**config.mk**
```make
export PLATFORM = sky130hd
export DESIGN_NAME = wdg_top
export DESIGN_NICKNAME = d
export VERILOG_FILES = /design/src/logic/wdg_pkg.sv /design/src/logic/wdg_prescaler.sv /design/src/logic/wdg_timeout_calc.sv /design/src/logic/wdg_top.sv
export SDC_FILE = /design/constraint.sdc
export NUM_CORES = 1
export LEC_CHECK = 0
export BUFFER_PORTS_ARGS = -buffer_cell sky130_fd_sc_hd__buf_2
export CAP_MARGIN = 20
export CORE_ASPECT_RATIO = 1.2
export CORE_UTILIZATION = 37
export DETAILED_ROUTE_END_ITERATION = 16
export PLACE_DENSITY_LB_ADDON = 0.15
export SLEW_MARGIN = 20
export SYNTH_ARGS = -nofsm -noshare
export SYNTH_HDL_FRONTEND = slang
export SYNTH_SLANG_ARGS = --single-unit
```
**constraint.sdc**
```tcl
create_clock -name CLK -period 43.6 [get_ports CLK]
set_clock_uncertainty 0.2 [all_clocks]
set_input_delay 8.72 -clock CLK [delete_from_list [all_inputs] [get_ports CLK]]
set_output_delay 8.72 -clock CLK [all_outputs]
set_load 0.02 [all_outputs]
```
**src/logic/wdg_pkg.sv**
```systemverilog
package wdg_pkg;

  // Clock and timing
  localparam int unsigned CLK_PERIOD_NS = 50;
  localparam int unsigned PULSE_NS      = 500;
  localparam int unsigned PULSE_CYCLES  = (PULSE_NS + CLK_PERIOD_NS - 1) / CLK_PERIOD_NS;
  localparam int unsigned TICK_PERIODS  = 16384;
  localparam int unsigned PULSE_W       = 4;
  localparam logic [PULSE_W-1:0] PULSE_LOAD = PULSE_W'(PULSE_CYCLES - 1);

  // Register indices; byte address is four times the index
  localparam logic [11:0] CTRL_IDX    = 12'h02A;
  localparam logic [11:0] TMIN_IDX    = 12'h02B;
  localparam logic [11:0] TMAX_IDX    = 12'h02C;
  localparam logic [11:0] CTRL_ADDR   = 12'(CTRL_IDX * 4);
  localparam logic [11:0] TMIN_ADDR   = 12'(TMIN_IDX * 4);
  localparam logic [11:0] TMAX_ADDR   = 12'(TMAX_IDX * 4);

  // Control register layout and reset value
  localparam int unsigned CTRL_ACT_BIT = 7;
  localparam int unsigned CTRL_TOP_BIT = 6;
  localparam logic [7:0]  CTRL_RESET   = 8'h7F;
  localparam logic [6:0]  COUNT_RESET  = 7'h7F;
  localparam logic [6:0]  COUNT_EXPIRE = 7'h40;

  // Timeout estimate coefficients
  localparam int unsigned TMIN_BASE_ADD = 128;
  localparam int unsigned STEP_ADD      = 192;
  localparam int unsigned LSB_SCALE     = 64;
  localparam logic [6:0]  COEF_MSB [4]  = '{7'h04, 7'h08, 7'h14, 7'h31};
  localparam logic [6:0]  COEF_LSB [4]  = '{7'h3B, 7'h35, 7'h23, 7'h36};
  localparam int unsigned EST_W         = 24;

  typedef struct packed {
    logic hw_watchdog;
    logic stop_reset_option;
  } wdg_opt_t;

  typedef struct packed {
    logic [EST_W-1:0] tmin;
    logic [EST_W-1:0] tmax;
  } timeout_t;

  typedef enum logic [1:0] {
    ST_IDLE  = 2'b01,
    ST_PULSE = 2'b10
  } pulse_state_t;

endpackage

```
**src/logic/wdg_prescaler.sv**
```systemverilog
`timescale 1ns/100ps
module wdg_prescaler
  import wdg_pkg::*;
#(
  parameter int unsigned DIV = TICK_PERIODS
) (
  // Clock and reset
  input  wire logic CLK,
  input  wire logic RESET_N,
  // Enable pulse
  output logic      TICK
);

  logic [$clog2(DIV)-1:0] phase_r;

  // Free phase, never touched by register writes
  always_ff @(posedge CLK) begin
    if (!RESET_N) begin
      phase_r <= '0;
    end else if (phase_r == ($clog2(DIV))'(DIV - 1)) begin
      phase_r <= '0;
    end else begin
      phase_r <= phase_r + 1'b1;
    end
  end

  always_ff @(posedge CLK) begin
    if (!RESET_N) begin
      TICK <= 1'b0;
    end else begin
      TICK <= (phase_r == ($clog2(DIV))'(DIV - 1));
    end
  end

endmodule

```
**src/logic/wdg_timeout_calc.sv**
```systemverilog
`timescale 1ns/100ps
module wdg_timeout_calc
  import wdg_pkg::*;
(
  // Clock and reset
  input  wire logic       CLK,
  input  wire logic       RESET_N,
  // Inputs
  input  wire logic [5:0] INCREMENT_COUNT,
  input  wire logic [1:0] TIMEBASE_SELECT,
  // Estimates in oscillator periods
  output timeout_t        EST
);

  logic [6:0]       msb;
  logic [6:0]       lsb;
  logic [6:0]       msb4;
  logic [6:0]       k;
  logic [EST_W-1:0] step_part;
  logic [EST_W-1:0] lin_part;
  logic [EST_W-1:0] tmin0;

  always_comb begin
    msb       = COEF_MSB[TIMEBASE_SELECT];
    lsb       = COEF_LSB[TIMEBASE_SELECT];
    msb4      = msb >> 2;
    k         = 7'((10'(INCREMENT_COUNT) * 10'h004) / 10'(msb));
    lin_part  = EST_W'(TICK_PERIODS) * EST_W'(INCREMENT_COUNT);
    step_part = EST_W'(TICK_PERIODS) * EST_W'(7'(INCREMENT_COUNT) - k)
              + EST_W'(STEP_ADD + lsb) * EST_W'(LSB_SCALE) * EST_W'(k);
    tmin0     = EST_W'(lsb + TMIN_BASE_ADD) * EST_W'(LSB_SCALE);
  end

  always_ff @(posedge CLK) begin
    if (!RESET_N) begin
      EST <= '0;
    end else begin
      EST.tmin <= tmin0 + ((7'(INCREMENT_COUNT) < msb4) ? lin_part : step_part);
      EST.tmax <= EST_W'(TICK_PERIODS) + ((7'(INCREMENT_COUNT) <= msb4) ? lin_part : step_part);
    end
  end

endmodule

```
**src/logic/wdg_top.sv**
```systemverilog
// Overview of operation
// Countdown drops by one every 16384 oscillator cycles.
// Low six countdown bits give 64 programmable timeout steps.
// When active, count passing 40h to 3Fh starts a system reset.
// Watchdog reset drives the reset pin low for 500 ns.
// Countdown keeps running when inactive; only reset depends on activation.
// Software rewrites control regularly with values FFh to C0h.
// Written low six bits set increments before reset.
// Writes never reset the prescaler phase, so timeout has bounds.
// After reset the watchdog is inactive unless hardware option chosen.
// Activation cannot be undone except by reset.
// Write with activate set and top bit clear forces reset.
// Active with stop option: stop instruction causes reset.
// Hardware option keeps watchdog always active.
// Minimum timeout follows the increment and timebase formula.
// Maximum timeout has a 16384 period base term.
// Timebase select picks the two coefficients.
// Increment count is the low six countdown bits.
// Activate bit is bit 7, set only by software.
// Control resets to 7Fh.
// Reads return activate bit and current countdown.
//
// Chosen here: the APB register port and the placing of the registers.
`timescale 1ns/100ps
module wdg_top
  import wdg_pkg::*;
#(
  parameter int unsigned TICK_DIV = TICK_PERIODS,
  parameter int unsigned AW       = 12
) (
  // Clock and reset
  input  wire logic          CLK,
  input  wire logic          RESET_N,
  // APB slave
  input  wire logic          PSEL,
  input  wire logic          PENABLE,
  input  wire logic          PWRITE,
  input  wire logic [AW-1:0] PADDR,
  input  wire logic [31:0]   PWDATA,
  output logic [31:0]        PRDATA,
  output logic               PREADY,
  output logic               PSLVERR,
  // Option straps and system inputs
  input  wire logic          HW_WATCHDOG,
  input  wire logic          STOP_RESET_OPTION,
  input  wire logic [1:0]    TIMEBASE_SELECT,
  input  wire logic          STOP_EXEC,
  // Status and reset pin
  output logic               WATCHDOG_ACTIVE,
  output logic               WDG_RESET_N
);

  logic         tick;
  timeout_t     est;
  wdg_opt_t     opt_r;
  logic         strap_taken_r;
  logic         activate_r;
  logic [6:0]   count_r;
  logic [6:0]   count_nxt;
  logic         pready_r;
  logic [31:0]  prdata_r;
  logic         pslverr_r;
  logic         pin_n_r;
  logic         active_r;
  pulse_state_t state_r;
  logic [PULSE_W-1:0] pcnt_r;

  logic         access;
  logic         wr_ctrl;
  logic         hit_ctrl;
  logic         hit_tmin;
  logic         hit_tmax;
  logic         hit_any;
  logic         active;
  logic         sw_reset_req;
  logic         expire_req;
  logic         stop_req;
  logic         trigger;
  logic [6:0]   wdata_low;

  wdg_prescaler #(
    .DIV     (TICK_DIV)
  ) u_prescaler (
    .CLK     (CLK),
    .RESET_N (RESET_N),
    .TICK    (tick)
  );

  wdg_timeout_calc u_calc (
    .CLK             (CLK),
    .RESET_N         (RESET_N),
    .INCREMENT_COUNT (count_r[5:0]),
    .TIMEBASE_SELECT (TIMEBASE_SELECT),
    .EST             (est)
  );

  // Bus decode
  always_comb begin
    hit_ctrl  = (PADDR == AW'(CTRL_ADDR));
    hit_tmin  = (PADDR == AW'(TMIN_ADDR));
    hit_tmax  = (PADDR == AW'(TMAX_ADDR));
    hit_any   = hit_ctrl | hit_tmin | hit_tmax;
    access    = PSEL & PENABLE & pready_r;
    wr_ctrl   = access & PWRITE & hit_ctrl;
    wdata_low = PWDATA[6:0];
  end

  // Trigger sources
  always_comb begin
    active       = activate_r | (opt_r.hw_watchdog & strap_taken_r);
    sw_reset_req = wr_ctrl & PWDATA[CTRL_ACT_BIT] & ~PWDATA[CTRL_TOP_BIT];
    expire_req   = active & tick & (count_r == COUNT_EXPIRE) & ~wr_ctrl;
    stop_req     = active & opt_r.stop_reset_option & strap_taken_r & STOP_EXEC;
    trigger      = sw_reset_req | expire_req | stop_req;
  end

  // Straps caught after reset release
  always_ff @(posedge CLK) begin
    if (!RESET_N) begin
      opt_r         <= '0;
      strap_taken_r <= 1'b0;
    end else if (!strap_taken_r) begin
      opt_r.hw_watchdog       <= HW_WATCHDOG;
      opt_r.stop_reset_option <= STOP_RESET_OPTION;
      strap_taken_r           <= 1'b1;
    end
  end

  // Activate bit: set only
  always_ff @(posedge CLK) begin
    if (!RESET_N) begin
      activate_r <= CTRL_RESET[CTRL_ACT_BIT];
    end else if (wr_ctrl && PWDATA[CTRL_ACT_BIT]) begin
      activate_r <= 1'b1;
    end
  end

  // Countdown
  always_comb begin
    count_nxt = count_r;
    if (wr_ctrl) begin
      count_nxt = wdata_low;
    end else if (tick) begin
      count_nxt = count_r - 7'h01;
    end
  end

  always_ff @(posedge CLK) begin
    if (!RESET_N) begin
      count_r <= COUNT_RESET;
    end else begin
      count_r <= count_nxt;
    end
  end

  // Reset pulse generator
  always_ff @(posedge CLK) begin
    if (!RESET_N) begin
      state_r <= ST_IDLE;
      pcnt_r  <= '0;
      pin_n_r <= 1'b1;
    end else begin
      unique case (state_r)
        ST_IDLE: begin
          if (trigger) begin
            state_r <= ST_PULSE;
            pcnt_r  <= PULSE_LOAD;
            pin_n_r <= 1'b0;
          end
        end
        ST_PULSE: begin
          if (pcnt_r == '0) begin
            state_r <= ST_IDLE;
            pin_n_r <= 1'b1;
          end else begin
            pcnt_r  <= pcnt_r - 1'b1;
          end
        end
      endcase
    end
  end

  // APB answer, one wait state
  always_ff @(posedge CLK) begin
    if (!RESET_N) begin
      pready_r  <= 1'b0;
      prdata_r  <= '0;
      pslverr_r <= 1'b0;
    end else begin
      pready_r  <= PSEL & PENABLE & ~pready_r;
      if (PSEL && PENABLE && !pready_r) begin
        pslverr_r <= ~hit_any;
        prdata_r  <= '0;
        if (!PWRITE && hit_ctrl) begin
          prdata_r <= {24'h000000, active, count_r};
        end else if (!PWRITE && hit_tmin) begin
          prdata_r <= 32'(est.tmin);
        end else if (!PWRITE && hit_tmax) begin
          prdata_r <= 32'(est.tmax);
        end
      end else begin
        pslverr_r <= 1'b0;
      end
    end
  end

  always_ff @(posedge CLK) begin
    if (!RESET_N) begin
      active_r <= 1'b0;
    end else begin
      active_r <= active;
    end
  end

  always_comb begin
    PRDATA          = prdata_r;
    PREADY          = pready_r;
    PSLVERR         = pslverr_r;
    WDG_RESET_N     = pin_n_r;
    WATCHDOG_ACTIVE = active_r;
  end
endmodule

```
Yosys cells after proc, flatten, opt, wreduce, memory -nomap -nowiden --
Index checks and enable logic that the tools add are counted. W data, S select, Z words.
Word-level totals: bits in registers 116, bits of input ports 54, output and inout bits 36, word-level logic and storage cells 102
Cells by class: add/sub/neg operators 9, multiply operators 1, divide/modulo/power cells 1, magnitude comparators 3, eq/ne operators 10, multiplexer cells 23, bitwise operators 25, reductions and logical operators 14
Operators by type and width (number):
- $mux W24 | 5
- $add A24 B24 Y24 | 2
- $mux W7 | 6
- $eq A12 B8 Y1 const B | 3
- $bmux W7 S2 | 2
- $add A15 B24 Y24 const A | 1
- $mul A18 B7 Y18 | 1
- $add A14 B1 Y14 const B | 1
- $and A1 B1 Y1 | 14
- $eq A14 B14 Y1 const B | 1
- $div A8 B7 Y10 | 1
- $add A7 B8 Y9 const B | 1
- $add A8 B7 Y9 const A | 1
- $mux W4 | 2
- $pmux W4 S2 | 1
- $sub A6 B7 Y8 | 1
- $eq A7 B7 Y1 const B | 1
- $sub A7 B1 Y7 const B | 1
- $le A6 B5 Y1 | 1
- $logic_and A1 B1 Y1 | 6
- $lt A6 B5 Y1 | 1
- $ne A2 B2 Y1 const B | 3
- $reduce_and A2 Y1 | 3
- $not A1 Y1 | 5
- 14 further kinds | 22

Depth between registers and ports, before layout --
word-level depth 10, depth in mapped cells 96, mapped depth without buffers 89

By module --
A second synthesis with hierarchy kept.
Unflattened totals: cells, all modules 1141, area, all modules 9286.4 µm²
By module, submodules not included:
- wdg_timeout_calc | times used 1, cells each 799, area each 6336.1 µm², sequential area each 720.7 µm²
- wdg_top | times used 1, cells each 276, area each 2327.2 µm², sequential area each 880.8 µm²
- wdg_prescaler | times used 1, cells each 66, area each 623.1 µm², sequential area each 300.3 µm²

Worst setup path after synthesis --
OpenSTA, ideal clock, no wires.
path kind input -> register, from input TIMEBASE_SELECT[1], to register u_calc.EST[23] in the netlist's numbering, setup time 124 ps, data arrival time 25808 ps, required time 43276 ps, slack 17468 ps, cell stages on the path 89, path buffers 6, cells stage by stage buf_2 -> nand2_1 -> ha_1 -> o21a_1 -> o21ai_0 -> nor3_1 -> ha_1 -> a21oi_1 -> nor2_1 -> a2111o_1 -> o211a_1 -> buf_6 -> inv_6 -> buf_2 -> nor3_1 -> xnor2_1 -> ha_1 -> nand3_1 -> [53 not listed] -> a21oi_1 -> o21ai_0 -> a21oi_1 -> xnor2_1 -> inv_1 -> fa_1 -> inv_1 -> a21oi_1 -> o21bai_1 -> a21oi_1 -> o21bai_1 -> xor2_1 -> nand2_1 -> nor2_1 -> and2_1 -> nand4_1 -> xor2_1 -> nor2_1
On the way: word-level cells in the longest chain between the ends 9, elaborated cells between the ends (all ways) 15, classes of those cells add/sub (4); mul (1); div (1); order compare (1); mux (7); bitwise (1)
Ends and longest elaborated chain:
- from (decl) | line wdg_top.sv:46 | input wire logic [1:0] TIMEBASE_SELECT,
- $not A2 Y3 (implied by the code) (*) | line wdg_timeout_calc.sv:24, wdg_timeout_calc.sv:25
- $bmux W7 S2, on equally long branches | line wdg_timeout_calc.sv:24, wdg_timeout_calc.sv:25
- $mux W7, on equally long branches (2 in series) | line wdg_timeout_calc.sv:24, wdg_timeout_calc.sv:25
- $div A8 B7 Y10 or $add A8 B7 Y9 (tied branches) | line wdg_timeout_calc.sv:27, wdg_timeout_calc.sv:30
- $mul A18 B7 Y18 or $sub A6 B7 Y8 (tied branches) | line wdg_timeout_calc.sv:30, wdg_timeout_calc.sv:29
- $add A24 B24 Y24 | line wdg_timeout_calc.sv:30 | + EST_W'(STEP_ADD + lsb) * EST_W'(LSB_SCALE) * EST_W'(k);
- $mux W24 (*) | line wdg_timeout_calc.sv:39 | EST.tmax <= EST_W'(TICK_PERIODS) + ((7'(INCREMENT_COUNT) <= msb4) ? lin_part : step_part);
- $add A15 B24 Y24 (*) | line wdg_timeout_calc.sv:39
- to (decl) | line wdg_timeout_calc.sv:12 | output timeout_t EST
Mark *: on every way between the ends. The rest lies on a longest branch, timed or not. The select of a mux whose other input is x is not followed. A chain may end at the register's enable or synchronous reset.

Final worst setup path --
from input TIMEBASE_SELECT[0], to register u_calc.EST[46] in the netlist's numbering
On the way: word-level cells in the longest chain between the ends 9, elaborated cells between the ends (all ways) 16, classes of those cells add/sub (5); mul (1); div (1); order compare (1); mux (7); bitwise (1)
Ends and longest elaborated chain:
- $not A2 Y3 (implied by the code) (*) | line wdg_timeout_calc.sv:24, wdg_timeout_calc.sv:25
- $bmux W7 S2, on equally long branches | line wdg_timeout_calc.sv:24, wdg_timeout_calc.sv:25
- $mux W7, on equally long branches (2 in series) | line wdg_timeout_calc.sv:24, wdg_timeout_calc.sv:25
- $div A8 B7 Y10 or $add A8 B7 Y9 (tied branches) | line wdg_timeout_calc.sv:27, wdg_timeout_calc.sv:30
- $mul A18 B7 Y18 or $sub A6 B7 Y8 (tied branches) | line wdg_timeout_calc.sv:30, wdg_timeout_calc.sv:29
- $add A24 B24 Y24 | line wdg_timeout_calc.sv:30
- $mux W24 | line wdg_timeout_calc.sv:38 | EST.tmin <= tmin0 + ((7'(INCREMENT_COUNT) < msb4) ? lin_part : step_part);
- $add A24 B24 Y24 (*) | line wdg_timeout_calc.sv:38
Marks and branches as above.

==> out/results.txt <==
antenna violations before repair - 0
Crit Reg-Reg Endpoint - u_calc.EST[46]
CP max stage delay - 0.71 ns
total track usage - 18.32%
Final Hold Viols - 0
r2r startpoint - count_r[5]
post-synth top area share - 20.49%
Synth async-reset ratio - 0%
Die ar. - 0.02572 mm^2
post-detail-place hpwl - 18650 um
Netlist cell types - 83
Post-CTS Resized - 0
Synth area leaders - dfxtp_1, ha_1, fa_1
flop-to-flop setup slack - 22.95 ns
CTS Root Cell - clkbuf_16
Worst setup startpoint - TIMEBASE_SELECT[0]
Final Slew Violations - 0
count leader, synth - nor2_1
Top cell by count, worst path - ha_1
Post-Synthesis Cells - 1176
crit path to - u_calc.EST[46]
hold crit path type - reg2reg
vias in the first global route - 7771
vias - 7973
DR WL met2 - 11290 um
top routing layer used - met4
Max Cap Viol - 0
Worst setup EP type - flop
area grow syn2layout - 9.289%
post-synthesis instance area - 0.009280 mm^2
wl on met1 - 11210 um
Rel. slew slack - 31.33%
proportion of layout cells with a drive suffix above 1 - 9.457%
Die Ht - 175.5 um
Peak Freq - 34.49 MHz
Core ar. - 0.02467 mm^2
Slew @ Worst Pin - 1.028 ns
DR pass1 iterations - 5
routability cong. - 0.8283
Final Cell Area - 0.01014 mm^2
Post-CTS Hold Fix Bufs - 0
global-route wire length before repair - 38470 um
Post-CTS Setup Bufs - 0
Synth Register Bits - 95
RSZ-0062 raised after global routing - false
critical path class - in2reg
die width - 146.6 um
vias per cell - 5.174
ys flop type - dfxtp_1
final setup violation count - 0
CTS max path bufs - 2
Seq/Total Area, Yosys - 20.49%
Tcrit/Tclk final - 66.49%
synth warn - 0
Synth top cells by count - nor2_1, ha_1, nand2_1, dfxtp_1, inv_1
port bufs - 57
DR WL met3 - 592 um
Final Critical Period - 28.99 ns
fin util - 41.11%
leading area contributor after synthesis - dfxtp_1
EDFF count, synth - 0
drt total wl - 23490 um
CP Launch Type - input pin
largest net degree at the start of global routing - 55
Final #Nets - 1400
Placed Instance Area - 0.009858 mm^2
status - complete, no violations
Starting Density - 37.61%
ANT nets after route - 0
Site Rows - 63
I/O pin count - 90
final setup TNS - 0 ns
Critical Path RT - 43.59 ns
initial drt markers - 361
Clock Pin Slew Worst Setup and Hold Paths - 0.07 ns
crit path max fanout - 21
Mean Syn Cell Area - 7.891 um^2
CP arrival - 28.98 ns
WL/cell - 15.24 um
CTS tree - yes
ANT cells - 0
drt drc - 0
CTS buffer count - 9
critical path's slowest cell - o211a_1
total congestion overflow - 0
worst r2r path cells - 71
total clock sinks - 95
Skew-Pair Late Insertion Delay - 0.33 ns
H-tree levels - 3
[state kept, by name, indices dropped and copies added, names as in the netlist]
register and flops:
pcnt_r 4, WATCHDOG_ACTIVE 1, activate_r 1, u_prescaler.phase_r 14, state_r 2, PRDATA 24
PSLVERR 1, opt_r 2, u_prescaler.TICK 1, u_calc.EST 36, strap_taken_r 1, count_r 7
PREADY 1
[how the worst min path moves through the flow]
stage | start | depth (start not counted) | endpoint | slack [ns]
2_1_floorplan | activate_r | 2 | activate_r | 0.24
3_3_place_gp | PRDATA[10] | 2 | PRDATA[10] | 0.26
3_5_place_dp | activate_r | 2 | activate_r | 0.27
4_1_cts | activate_r | 2 | activate_r | 0.28
5_1_grt | opt_r[1] | 2 | opt_r[1] | 0.32
6_report | PRDATA[15] | 2 | PRDATA[15] | 0.28
[placed cells by master, fill, tap and decap left out, drive strengths merged, types with 33 or more instances in the layout]
| cell | n |
|---|---|
| xnor2 | 42 |
| nor3 | 33 |
| buf | 65 |
| inv | 97 |
| dfxtp | 95 |
| a21oi | 82 |
| ha | 103 |
| xor2 | 43 |
| nand2 | 100 |
| o21ai | 56 |
| nor2 | 161 |
[area by class of cell]
cell class,instances,area (um^2)
inverters,94,360.3
clock inverters,7,55.05
repair buffers,65,345.3
well taps,325,406.6
fillers,2577,14530
multi-input cells,946,6848
flip-flops and latches,95,1902
clock buffers,9,225.2
[critical path, delay by kind of cell]
kind | cells | cell delay [ns]
XOR/XNOR | 4 | 0.92
AO/OA/AOI/OAI | 26 | 7.12
AND/OR/NAND/NOR | 23 | 5.97
buffers and inverters | 7 | 1.74
multiplexers | 2 | 0.57
adder cells (fa/ha/maj) | 11 | 3.85
[cells by family after synthesis]
group / count (synthesis) / share of synthesized area [%]
and+or+nand+nor: 417 / 21.17
AOI/OAI and AO/OA: 269 / 19.66
buffers and inverters: 143 / 6.337
adders and majority gates: 135 / 20.79
DFF: 95 / 20.49
xor gates and xnor gates: 85 / 8.022
muxes: 31 / 3.492
other: 1 / 0.04041
[through the flow]
| step | hold WS, ns | worst slack, ns | std cells |
|---|---|---|---|
| global route | 0.3208 | 12.85 | 1541 |
| finish | 0.2830 | 14.61 | 1541 |
| detailed placement | 0.2679 | 14.24 | 1525 |
| CTS | 0.2840 | 14.55 | 1541 |
| floorplan | 0.2375 | 17.47 | 1184 |
| global placement | 0.2597 | 14.32 | 1525 |
[metal layers]
metal	global-route usage [%]	vias to the layer above
met4	5.295	0
li1	-	4156
met2	32.70	118
met5	0	-
met3	1.273	21
met1	23.57	3678
Power is not shown: default switching activity piles up to over one toggle a cycle in this logic, so the estimate is an artifact.
